<file path="src/em_pkg.sv">
package em_pkg;

  // ==========================================================
  // Register addresses (five-bit command address field)
  localparam logic [4:0] EM_ADDR_WAVE = 5'h01;
  localparam logic [4:0] EM_ADDR_AE = 5'h02;
  localparam logic [4:0] EM_ADDR_AE_RC = 5'h03;
  localparam logic [4:0] EM_ADDR_AE_LC = 5'h04;
  localparam logic [4:0] EM_ADDR_VA = 5'h05;
  localparam logic [4:0] EM_ADDR_VA_RC = 5'h06;
  localparam logic [4:0] EM_ADDR_VA_LC = 5'h07;
  localparam logic [4:0] EM_ADDR_VAR_LC = 5'h08;
  localparam logic [4:0] EM_ADDR_MODE = 5'h09;
  localparam logic [4:0] EM_ADDR_MASK = 5'h0a;
  localparam logic [4:0] EM_ADDR_FLAGS = 5'h0b;
  localparam logic [4:0] EM_ADDR_FLAGS_RC = 5'h0c;
  localparam logic [4:0] EM_ADDR_CH1OFS = 5'h0d;
  localparam logic [4:0] EM_ADDR_CH2OFS = 5'h0e;
  localparam logic [4:0] EM_ADDR_AMP = 5'h0f;

  // ==========================================================
  // Transfer lengths in bits
  localparam logic [4:0] EM_BITS_CMD = 5'd8;
  localparam logic [4:0] EM_BITS_24 = 5'd24;
  localparam logic [4:0] EM_BITS_16 = 5'd16;
  localparam logic [4:0] EM_BITS_8 = 5'd8;

  // ==========================================================
  // Reset values
  localparam logic [15:0] EM_MODE_RST = 16'h000c;
  localparam logic [15:0] EM_MASK_RST = 16'h0040;
  localparam logic [7:0] EM_CH1OFS_RST = 8'h00;
  localparam logic [7:0] EM_CH2OFS_RST = 8'h00;
  localparam logic [7:0] EM_AMP_RST = 8'h00;

  // ==========================================================
  // Field positions
  localparam int EM_CMD_WR_BIT = 7;
  localparam int EM_WAVE_SEL_HI = 14;
  localparam int EM_WAVE_SEL_LO = 13;
  localparam int EM_INTEG_BIT = 7;
  localparam logic [7:0] EM_CH1OFS_MASK = 8'hbf;
  localparam logic [7:0] EM_CH2OFS_MASK = 8'h3f;

  // Waveform source codes in the mode select field
  localparam logic [1:0] EM_WAVE_POWER = 2'h0;
  localparam logic [1:0] EM_WAVE_CH1 = 2'h2;
  localparam logic [1:0] EM_WAVE_CH2 = 2'h3;

  // ==========================================================
  // Types
  typedef enum logic [1:0] {EM_ST_IDLE, EM_ST_CMD, EM_ST_WRITE, EM_ST_READ} em_state_t;

  typedef struct packed {
    logic [23:0] ch1;
    logic [23:0] ch2;
    logic [23:0] active;
    logic [23:0] apparent;
    logic [23:0] reactive;
    logic sample_stb;
    logic half_cycle_stb;
  } em_meas_t;

  typedef struct packed {
    logic [15:0] mode;
    logic [15:0] irq_mask;
    logic integrator_en;
    logic [5:0] ch1_offset;
    logic [5:0] ch2_offset;
    logic [7:0] amp_gain;
  } em_cfg_t;

endpackage : em_pkg

</file>
<file path="src/em_sync.sv">
`timescale 1ns/1ns

// Two-flop synchroniser, one stage pair per bit
module em_sync #(
  parameter int W = 1,
  parameter logic [W-1:0] RST = '0
) (
  // Clock and reset
  input wire logic clock_i,
  input wire logic resetn_i,
  // Data
  input wire logic [W-1:0] async_i,
  output logic [W-1:0] sync_o
);

  // ==========================================================
  // Per-bit stages; the first flop feeds only the second
  genvar g;
  generate
    for (g = 0; g < W; g++) begin : g_bit
      logic meta_r;
      always_ff @(posedge clock_i or negedge resetn_i) begin
        if (!resetn_i) begin
          meta_r <= RST[g];
          sync_o[g] <= RST[g];
        end else begin
          meta_r <= async_i[g];
          sync_o[g] <= meta_r;
        end
      end
    end
  endgenerate

endmodule : em_sync

</file>
<file path="src/em_bank.sv">
`timescale 1ns/1ns

// Operation
// RULE_01 - Waveform register loads ch1, ch2 or power, chosen by mode bits 14:13.
// RULE_02 - Active power integrates into a 24-bit read-only active energy register.
// RULE_03 - Read-clear active energy view returns the same value, then zeroes it.
// RULE_04 - Read-clear apparent energy view returns apparent energy, then zeroes it.
// RULE_05 - Line-cycle active energy accumulates over programmed half line cycles.
// RULE_06 - Line-cycle apparent energy accumulates over programmed half cycles, read-only.
// RULE_07 - Line-cycle reactive energy accumulates over programmed half cycles, read-only.
// RULE_08 - 16-bit read/write mode register resets to 000c, readable any time.
// RULE_09 - Masked events still set flags but do not drive interrupt; mask resets 40.
// RULE_10 - Read-only status register flags identify each interrupt source.
// RULE_11 - Read-clear status view returns flags, then clears them all.
// RULE_12 - Channel-1 offset MSB enables integrator; bit 6 unused; low bits offset.
// RULE_13 - Channel-2 offset uses bits 0 to 5, ignores bits 6 and 7.
// RULE_14 - 8-bit read/write gain register selects amplifier gain of both channels.
// RULE_15 - Each access opens with command byte: MSB write flag, 5 LSBs address.
// RULE_16 - Data moves MSB first in whole bytes, right-justified, upper bits ignored.
// RULE_17 - A read captures the whole register into the shift path at once.
// RULE_18 - Writes to read-only registers are ignored and leave accumulation untouched.
module em_bank (
  // Clock and reset
  input wire logic clock_i,
  input wire logic resetn_i,
  // Serial pins
  input wire logic sclk_i,
  input wire logic din_i,
  input wire logic cs_n_i,
  output logic dout_o,
  output logic dout_oe_n_o,
  // Measurement path
  input wire em_pkg::em_meas_t meas_i,
  input wire logic [15:0] event_i,
  input wire logic [14:0] half_cycle_count_i,
  // Configuration and interrupt
  output em_pkg::em_cfg_t cfg_o,
  output logic irq_o,
  output logic irq_oe_n_o
);
  import em_pkg::*;

  // ==========================================================
  // Pin synchronisation and edge detection
  logic [2:0] pins_s;
  logic sclk_s;
  logic din_s;
  logic cs_n_s;
  logic sclk_prev_r;
  logic cs_prev_r;
  logic sclk_rise;
  logic sclk_fall;
  logic cs_fall;

  em_sync #(
    .W(3),
    .RST(3'h5)
  ) u_sync (
    .clock_i(clock_i),
    .resetn_i(resetn_i),
    .async_i({sclk_i, din_i, cs_n_i}),
    .sync_o(pins_s)
  );

  assign sclk_s = pins_s[2];
  assign din_s = pins_s[1];
  assign cs_n_s = pins_s[0];

  // Previous levels for edge finding; idle high on both
  always_ff @(posedge clock_i or negedge resetn_i) begin
    if (!resetn_i) begin
      sclk_prev_r <= 1'b1;
      cs_prev_r <= 1'b1;
    end else begin
      sclk_prev_r <= sclk_s;
      cs_prev_r <= cs_n_s;
    end
  end

  assign sclk_rise = sclk_s & ~sclk_prev_r & ~cs_n_s;
  assign sclk_fall = ~sclk_s & sclk_prev_r & ~cs_n_s;
  assign cs_fall = ~cs_n_s & cs_prev_r;

  // ==========================================================
  // Serial state
  em_state_t state_r;
  logic [4:0] cnt_r;
  logic [6:0] cmd_sh_r;
  logic [4:0] addr_r;
  logic [23:0] wr_sh_r;
  logic [23:0] rd_sh_r;
  logic [7:0] cmd_byte;
  logic [4:0] cur_len;
  logic [23:0] rd_val;
  logic [23:0] rd_aligned;
  logic last_bit;
  logic wr_commit;
  logic rd_done;
  logic [23:0] wr_word;

  // Transfer length of a register, unmapped ones take one byte
  function automatic logic [4:0] reg_len(input logic [4:0] a);
    if (a >= EM_ADDR_WAVE && a <= EM_ADDR_VAR_LC) begin
      reg_len = EM_BITS_24;
    end else if (a >= EM_ADDR_MODE && a <= EM_ADDR_FLAGS_RC) begin
      reg_len = EM_BITS_16;
    end else begin
      reg_len = EM_BITS_8;
    end
  endfunction : reg_len

  assign cmd_byte = {cmd_sh_r, din_s};
  assign cur_len = reg_len(addr_r);
  assign last_bit = (cnt_r == cur_len - 5'd1);
  assign wr_commit = sclk_fall & (state_r == EM_ST_WRITE) & last_bit;
  assign rd_done = sclk_fall & (state_r == EM_ST_READ) & last_bit;
  // The last bit is still on din at the commit edge, so fold it in here
  assign wr_word = {wr_sh_r[22:0], din_s};

  // Right-justified value moved up so its MSB leaves first
  always_comb begin
    rd_aligned = rd_val;
    if (reg_len(cmd_byte[4:0]) == EM_BITS_16) begin
      rd_aligned = {rd_val[15:0], 8'h00};
    end else if (reg_len(cmd_byte[4:0]) == EM_BITS_8) begin
      rd_aligned = {rd_val[7:0], 16'h0000};
    end
  end

  // Command, write and read sequencing; a chip-select fall restarts command mode
  always_ff @(posedge clock_i or negedge resetn_i) begin
    if (!resetn_i) begin
      state_r <= EM_ST_CMD;
      cnt_r <= 5'd0;
      cmd_sh_r <= 7'h00;
      addr_r <= 5'h00;
    end else if (cs_n_s) begin
      state_r <= EM_ST_IDLE;
      cnt_r <= 5'd0;
    end else if (cs_fall) begin
      state_r <= EM_ST_CMD;
      cnt_r <= 5'd0;
    end else if (sclk_fall) begin
      cnt_r <= cnt_r + 5'd1;
      case (state_r)
        EM_ST_CMD: begin
          cmd_sh_r <= cmd_byte[6:0];
          if (cnt_r == EM_BITS_CMD - 5'd1) begin
            addr_r <= cmd_byte[4:0]; // [RULE_15]
            cnt_r <= 5'd0;
            state_r <= cmd_byte[EM_CMD_WR_BIT] ? EM_ST_WRITE : EM_ST_READ; // [RULE_15]
          end
        end
        EM_ST_WRITE, EM_ST_READ: begin
          if (last_bit) begin
            state_r <= EM_ST_CMD;
            cnt_r <= 5'd0;
          end
        end
        default: begin
          state_r <= EM_ST_CMD;
          cnt_r <= 5'd0;
        end
      endcase
    end
  end

  // Write data, MSB first
  always_ff @(posedge clock_i or negedge resetn_i) begin
    if (!resetn_i) begin
      wr_sh_r <= 24'h000000;
    end else if (sclk_fall && state_r == EM_ST_WRITE) begin
      wr_sh_r <= {wr_sh_r[22:0], din_s}; // [RULE_16]
    end
  end

  // Read path: whole register captured as the command byte ends
  always_ff @(posedge clock_i or negedge resetn_i) begin
    if (!resetn_i) begin
      rd_sh_r <= 24'h000000;
      dout_o <= 1'b0;
      dout_oe_n_o <= 1'b1;
    end else if (cs_n_s || cs_fall) begin
      dout_oe_n_o <= 1'b1;
    end else if (sclk_fall && state_r == EM_ST_CMD && cnt_r == EM_BITS_CMD - 5'd1
                 && !cmd_byte[EM_CMD_WR_BIT]) begin
      rd_sh_r <= rd_aligned; // [RULE_17] [RULE_16]
    end else if (sclk_rise && state_r == EM_ST_READ) begin
      dout_o <= rd_sh_r[23]; // [RULE_16]
      rd_sh_r <= {rd_sh_r[22:0], 1'b0};
      dout_oe_n_o <= 1'b0;
    end else if (rd_done) begin
      dout_oe_n_o <= 1'b1; // Release on the falling edge of the last pulse
    end
  end

  // ==========================================================
  // Writable registers; read-only addresses have no write path
  logic [15:0] mode_r;
  logic [15:0] mask_r;
  logic [7:0] ch1ofs_r;
  logic [7:0] ch2ofs_r;
  logic [7:0] amp_r;

  always_ff @(posedge clock_i or negedge resetn_i) begin
    if (!resetn_i) begin
      mode_r <= EM_MODE_RST; // [RULE_08]
      mask_r <= EM_MASK_RST; // [RULE_09]
      ch1ofs_r <= EM_CH1OFS_RST;
      ch2ofs_r <= EM_CH2OFS_RST;
      amp_r <= EM_AMP_RST;
    end else if (wr_commit) begin
      case (addr_r)
        EM_ADDR_MODE: mode_r <= wr_word[15:0]; // [RULE_08]
        EM_ADDR_MASK: mask_r <= wr_word[15:0]; // [RULE_09]
        EM_ADDR_CH1OFS: ch1ofs_r <= wr_word[7:0] & EM_CH1OFS_MASK; // [RULE_12]
        EM_ADDR_CH2OFS: ch2ofs_r <= wr_word[7:0] & EM_CH2OFS_MASK; // [RULE_13]
        EM_ADDR_AMP: amp_r <= wr_word[7:0]; // [RULE_14]
        default: begin
          // Read-only or unmapped: dropped [RULE_18]
        end
      endcase
    end
  end

  // Settings handed to the analogue and filter paths
  always_comb begin
    cfg_o.mode = mode_r;
    cfg_o.irq_mask = mask_r;
    cfg_o.integrator_en = ch1ofs_r[EM_INTEG_BIT]; // [RULE_12]
    cfg_o.ch1_offset = ch1ofs_r[5:0]; // [RULE_12]
    cfg_o.ch2_offset = ch2ofs_r[5:0]; // [RULE_13]
    cfg_o.amp_gain = amp_r; // [RULE_14]
  end

  // ==========================================================
  // Energy accumulators
  logic [23:0] ae_r;
  logic [23:0] va_r;
  logic ae_clr;
  logic va_clr;

  // Read-clear takes effect once the last data bit has left
  assign ae_clr = rd_done & (addr_r == EM_ADDR_AE_RC);
  assign va_clr = rd_done & (addr_r == EM_ADDR_VA_RC);

  // A sample arriving with the clear starts the fresh total, so none is lost
  always_ff @(posedge clock_i or negedge resetn_i) begin
    if (!resetn_i) begin
      ae_r <= 24'h000000;
      va_r <= 24'h000000;
    end else begin
      if (ae_clr) begin
        ae_r <= meas_i.sample_stb ? meas_i.active : 24'h000000; // [RULE_03]
      end else if (meas_i.sample_stb) begin
        ae_r <= ae_r + meas_i.active; // [RULE_02]
      end
      if (va_clr) begin
        va_r <= meas_i.sample_stb ? meas_i.apparent : 24'h000000; // [RULE_04]
      end else if (meas_i.sample_stb) begin
        va_r <= va_r + meas_i.apparent;
      end
    end
  end

  // ==========================================================
  // Line-cycle accumulation
  logic [14:0] hc_cnt_r;
  logic [23:0] lae_work_r;
  logic [23:0] lva_work_r;
  logic [23:0] lvar_work_r;
  logic [23:0] lae_r;
  logic [23:0] lva_r;
  logic [23:0] lvar_r;
  logic [23:0] lae_next;
  logic [23:0] lva_next;
  logic [23:0] lvar_next;
  logic period_end;

  // Working sums including the sample of this cycle
  always_comb begin
    lae_next = lae_work_r;
    lva_next = lva_work_r;
    lvar_next = lvar_work_r;
    if (meas_i.sample_stb) begin
      lae_next = lae_work_r + meas_i.active;
      lva_next = lva_work_r + meas_i.apparent;
      lvar_next = lvar_work_r + meas_i.reactive;
    end
  end

  // A count of zero is treated as one half cycle
  assign period_end = meas_i.half_cycle_stb && (hc_cnt_r + 15'd1 >= half_cycle_count_i);

  // Half-cycle counter
  always_ff @(posedge clock_i or negedge resetn_i) begin
    if (!resetn_i) begin
      hc_cnt_r <= 15'd0;
    end else if (period_end) begin
      hc_cnt_r <= 15'd0;
    end else if (meas_i.half_cycle_stb) begin
      hc_cnt_r <= hc_cnt_r + 15'd1;
    end
  end

  // Sums restart at each period end; results hold until the next
  always_ff @(posedge clock_i or negedge resetn_i) begin
    if (!resetn_i) begin
      lae_work_r <= 24'h000000;
      lva_work_r <= 24'h000000;
      lvar_work_r <= 24'h000000;
      lae_r <= 24'h000000;
      lva_r <= 24'h000000;
      lvar_r <= 24'h000000;
    end else if (period_end) begin
      lae_r <= lae_next; // [RULE_05]
      lva_r <= lva_next; // [RULE_06]
      lvar_r <= lvar_next; // [RULE_07]
      lae_work_r <= 24'h000000;
      lva_work_r <= 24'h000000;
      lvar_work_r <= 24'h000000;
    end else begin
      lae_work_r <= lae_next; // [RULE_05]
      lva_work_r <= lva_next; // [RULE_06]
      lvar_work_r <= lvar_next; // [RULE_07]
    end
  end

  // ==========================================================
  // Sampled waveform
  logic [23:0] wave_r;

  // Unused select code holds the previous sample
  always_ff @(posedge clock_i or negedge resetn_i) begin
    if (!resetn_i) begin
      wave_r <= 24'h000000;
    end else if (meas_i.sample_stb) begin
      case (mode_r[EM_WAVE_SEL_HI:EM_WAVE_SEL_LO])
        EM_WAVE_POWER: wave_r <= meas_i.active; // [RULE_01]
        EM_WAVE_CH1: wave_r <= meas_i.ch1; // [RULE_01]
        EM_WAVE_CH2: wave_r <= meas_i.ch2; // [RULE_01]
        default: wave_r <= wave_r;
      endcase
    end
  end

  // ==========================================================
  // Status flags and interrupt line
  logic [15:0] flags_r;
  logic flags_clr;

  assign flags_clr = rd_done & (addr_r == EM_ADDR_FLAGS_RC);

  // Events set flags whatever the mask; an event in the clearing cycle survives
  always_ff @(posedge clock_i or negedge resetn_i) begin
    if (!resetn_i) begin
      flags_r <= 16'h0000;
    end else if (flags_clr) begin
      flags_r <= event_i; // [RULE_11] [RULE_09]
    end else begin
      flags_r <= flags_r | event_i; // [RULE_10] [RULE_09]
    end
  end

  // Open-drain, active low: enable pulls the wire low
  always_ff @(posedge clock_i or negedge resetn_i) begin
    if (!resetn_i) begin
      irq_oe_n_o <= 1'b1;
    end else begin
      irq_oe_n_o <= ~|(flags_r & mask_r); // [RULE_09]
    end
  end

  assign irq_o = 1'b0;

  // ==========================================================
  // Read value mux; the same storage backs each read-clear view
  always_comb begin
    case (cmd_byte[4:0])
      EM_ADDR_WAVE: rd_val = wave_r; // [RULE_01]
      EM_ADDR_AE, EM_ADDR_AE_RC: rd_val = ae_r; // [RULE_02] [RULE_03]
      EM_ADDR_AE_LC: rd_val = lae_r;
      EM_ADDR_VA, EM_ADDR_VA_RC: rd_val = va_r; // [RULE_04]
      EM_ADDR_VA_LC: rd_val = lva_r;
      EM_ADDR_VAR_LC: rd_val = lvar_r;
      EM_ADDR_MODE: rd_val = {8'h00, mode_r}; // [RULE_08]
      EM_ADDR_MASK: rd_val = {8'h00, mask_r};
      EM_ADDR_FLAGS, EM_ADDR_FLAGS_RC: rd_val = {8'h00, flags_r}; // [RULE_10] [RULE_11]
      EM_ADDR_CH1OFS: rd_val = {16'h0000, ch1ofs_r};
      EM_ADDR_CH2OFS: rd_val = {16'h0000, ch2ofs_r};
      EM_ADDR_AMP: rd_val = {16'h0000, amp_r};
      default: rd_val = 24'h000000;
    endcase
  end

endmodule : em_bank

</file>
<file path="config.mk">
export PLATFORM = sky130hd
export DESIGN_NAME = em_bank
export DESIGN_NICKNAME = d
export VERILOG_FILES = /design/src/em_pkg.sv /design/src/em_sync.sv /design/src/em_bank.sv
export SDC_FILE = /design/constraint.sdc
export NUM_CORES = 1
export LEC_CHECK = 0
export ABC_AREA = 1
export BUFFER_PORTS_ARGS = -buffer_cell sky130_fd_sc_hd__buf_2
export CAP_MARGIN = 20
export CORE_ASPECT_RATIO = 0.5
export CORE_MARGIN = 3
export CORE_UTILIZATION = 55
export DETAILED_ROUTE_END_ITERATION = 10
export PLACE_DENSITY = 0.77
export SLEW_MARGIN = 40
export SYNTH_ARGS = -nofsm -noshare
export SYNTH_HDL_FRONTEND = slang
export SYNTH_SLANG_ARGS = --single-unit
</file>
<file path="constraint.sdc">
create_clock -name clock_i -period 3 [get_ports clock_i]
set_input_delay 0.15 -clock clock_i [delete_from_list [all_inputs] [get_ports clock_i]]
set_output_delay 0.15 -clock clock_i [all_outputs]
set_load 0.005 [all_outputs]
</file>
==> impl_metrics.tcl <==
set metrics [dict create \
    outcome "complete, but fails checks" \
    violations "negative setup slack" \
    clk_latency_ns 0.55 \
    reg2reg_depth 18 \
    cts_tree "built" \
    netlist_area_um2 26800 \
    maxSlewHeadroom_pct 41.5 \
    report.final.slew_viol_count 0 \
    p_int_uw 13600 \
    fin_crit_sh_pct 102 \
    cts_buffers 37 \
    cp.required_ns 3.43 \
    die_y_um 162 \
    die_area_um2 51500 \
    leakagePower_uw 0.0176 \
    synth.avg_cell_area_um2 6.45 \
    clockBufferDepth 3 \
    worst_slack_ns -0.0495 \
    cap_violations 0 \
    crit_type "flip-flop to flip-flop" \
    p_comb_share_pct 52.1 \
    synth-seq-cells 369 \
    ios 215 \
    tightest_slew_ns 0.869 \
    min_path_type "input port to flip-flop" \
    avgViaCountPerCell 5.60 \
    ys.flop_type "dfrtp_1" \
    synthDistinctLibCells 49 \
    hold_violations 0 \
    seqPwrFrac_pct 30.1 \
    numPortBuffers 213 \
    final_util_pct 66.6 \
    grt_antenna_before_repair 3 \
    synthArstFlopShare_pct 100 \
    p_clk_share_pct 17.8 \
    grt_max_degree 159 \
    min_delay_path_depth 5 \
    vias 28700 \
    antenna_left 0 \
    power_density_nw_per_um2 825 \
    grt_pass1_vias 26100 \
    multi_input_area_um2 15300 \
    dr.pass1.iters 6 \
    max_freq_mhz 328 \
    mappedNetlistNets 4447 \
    hpwl_um 75000 \
    synth.most_common_cell "nand2_1" \
    initialDrtViolationCount 2956 \
    rsz0062_at_grt "true" \
    ys_warn_count 0 \
    finalClockSkew_ns 0.0197 \
    synth_top_area_cell "dfrtp_1" \
    synthTopCellsByArea "dfrtp_1, nand2_1, inv_1" \
    setup_tns_ns -0.710 \
    grt_pass1_wl_um 148000 \
    fillCellCount 4232 \
    area_delta_synth_final_pct 18.0 \
    synth-edff-count 0 \
    synthTopCellsByCount "nand2_1, inv_1, nor2_1" \
    num-nets-final 4745 \
    synthCells 4152 \
    peakVddDrop_uv 441 \
    initial_utilization_pct 56.4 \
    drcViolationCount 0 \
    core_um2 47400 \
    p_sw_uw 12400 \
    swShare_pct 47.7 \
    seq_area_um2 9250 \
    wl_um 98700 \
    htree_num_levels 2 \
    cp.arrival_ns 3.48 \
    seq_area_frac_synth_pct 34.6 \
    critPathCaptureType "flip-flop" \
    period_minus_slack_ns 3.05 \
    cts_sinks 369 \
    wl_per_cell_um 19.3 \
    gp_congestion 1.06 \
    setup-violations-final 40 \
    drive_gt1_share_pct 12.5 \
    start_kind "flip-flop" \
    worstPathMaxFanout 8 \
    overflow 0 \
    gr-usage-all-layers_pct 36.8 \
    synth_top_cell_area_share_pct 33.4 \
    path_clk_slew_ns 0.07 \
    num_rows 56 \
    clock-root-buffer "clkbuf_16" \
    die_w_um 318 \
]
placed cells by master (no fill, tap or decap), types with 7 or more instances in the layout:
cell	netlist	routed
nand2_1	1614	1582
clkbuf_16	0	45
nand3_1	301	283
nor2_1	358	333
or2_2	40	40
dfrtp_1	357	357
nand2_4	1	7
dlygate4sd3_1	0	68
xor2_1	30	29
o21ai_0	102	75
buf_12	0	17
nor3_1	22	20
o21a_1	23	23
dfstp_2	12	12
buf_4	7	69
nand2_2	4	29
inv_1	544	543
ha_1	132	130
nor2_2	9	28
buf_2	35	211
a31oi_1	29	29
and2_1	11	8
xnor2_1	25	25
o21bai_1	30	30
a21oi_1	142	135
nor2_4	1	7
clkinv_2	0	8
a21o_1	8	8
inv_2	9	10
nand3_2	3	19
nand4_1	116	116
o21ai_1	74	95
metrics by stage:
stage | hold WS, ns | worst slack, ns | area [µm²] | power, µW | cells
final | 0.0243 | -0.0495 | 31600 | 26100 | 5115
after global routing | 0.0132 | -0.225 | 31600 | 28000 | 5115
after CTS | 0.00371 | -0.0518 | 30900 | 25300 | 5097
after detailed placement | 0.245 | -0.141 | 28900 | 20500 | 4956
after global placement | 0.240 | 0.00137 | 28800 | 20300 | 4954
after floorplan | -0.146 | 0.0202 | 26800 | 16400 | 4152
power by group through the flow:
stage	clock network, µW	registers [µW]	logic (µW)
final	4640	7850	13600
after global routing	4870	7900	15300
after CTS	4630	7720	12900
after detailed placement	0	7780	12700
after global placement	0	7780	12500
after floorplan	0	7060	9380
final timing paths:
path                                        startpoint               end  slack (ns)
worst max-delay path                       hc_cnt_r[0]    lae_work_r[10]       -0.05
worst min-delay path                        meas_i[81]         wave_r[7]        0.02
worst max register to register             hc_cnt_r[0]    lae_work_r[10]       -0.05
worst min register to register  u_sync.g_bit[2].meta_r  u_sync.sync_o[2]        0.36
max in group asynchronous                     resetn_i   lvar_work_r[13]        1.97
min in group asynchronous                     resetn_i          cnt_r[0]        0.08
timing repair:
action	4_1_cts	5_1_grt
hold buffers	68	0
gates cloned	2	13
resized for setup	18	136
endpoints found under the hold margin	129	0
endpoints found under the setup margin	149	159
pin swaps	10	28
setup buffers	6	4
cell families after synthesis:
| logic type | synth area share, % |
|---|---|
| other | 0.0140 |
| DFF | 34.6 |
| xor gates and xnor gates | 1.80 |
| and+or+nand+nor | 38.4 |
| muxes | 0.154 |
| AOI/OAI and AO/OA | 8.65 |
| adders and majority gates | 6.55 |
| buffers and inverters | 9.87 |
registers in the layout, indices dropped and copies added (netlist names), 3 cells and up:
| name | count |
|---|---|
| mode_r | 16 |
| hc_cnt_r | 15 |
| wr_sh_r | 15 |
| lae_r | 24 |
| mask_r | 16 |
| addr_r | 5 |
| amp_r | 8 |
| flags_r | 16 |
| lvar_r | 24 |
| wave_r | 24 |
| ch1ofs_r | 7 |
| ae_r | 24 |
| u_sync.sync_o | 3 |
| rd_sh_r | 24 |
| cnt_r | 5 |
| lae_work_r | 24 |
| lva_work_r | 24 |
| ch2ofs_r | 6 |
| cmd_sh_r | 7 |
| u_sync.g_bit.meta_r | 3 |
| lvar_work_r | 24 |
| va_r | 24 |
| lva_r | 24 |
area by class of cell:
class	count	area share, %
repair buffers	384	9.43
repair inverters	1	0.0277
inverters	555	6.64
well taps	638	2.53
clock buffers	44	3.11
diodes	1	0.00793
multi-input cells	3102	48.4
flip-flops and latches	369	29.3
clock inverters	21	0.539
critical path, cell delays in order, from the launching register on:
cell and delay, ns:
dfrtp_1 0.38, ha_2 0.22, nand2_4 0.06, nor2_4 0.08, nand4_1 0.13, nor2_2 0.16, nand3_2 0.11, nor2_2 0.11
xor2_1 0.09, ha_1 0.35, nand4_1 0.13, buf_4 0.17, nor3_2 0.10, nand2_1 0.11, nand3_4 0.12, nand2_8 0.11
buf_12 0.18, clkbuf_16 0.16, and2_4 0.15
metal layers:
layer	GRT usage, %	up-vias	share of wire (%)
li1	-	13700	-
met1	52.5	13400	43
met2	56.9	1379	43
met3	8.29	184	11
met4	9.45	6	2.7
met5	0	-	0.040
Power figures use the tool's default switching activity.
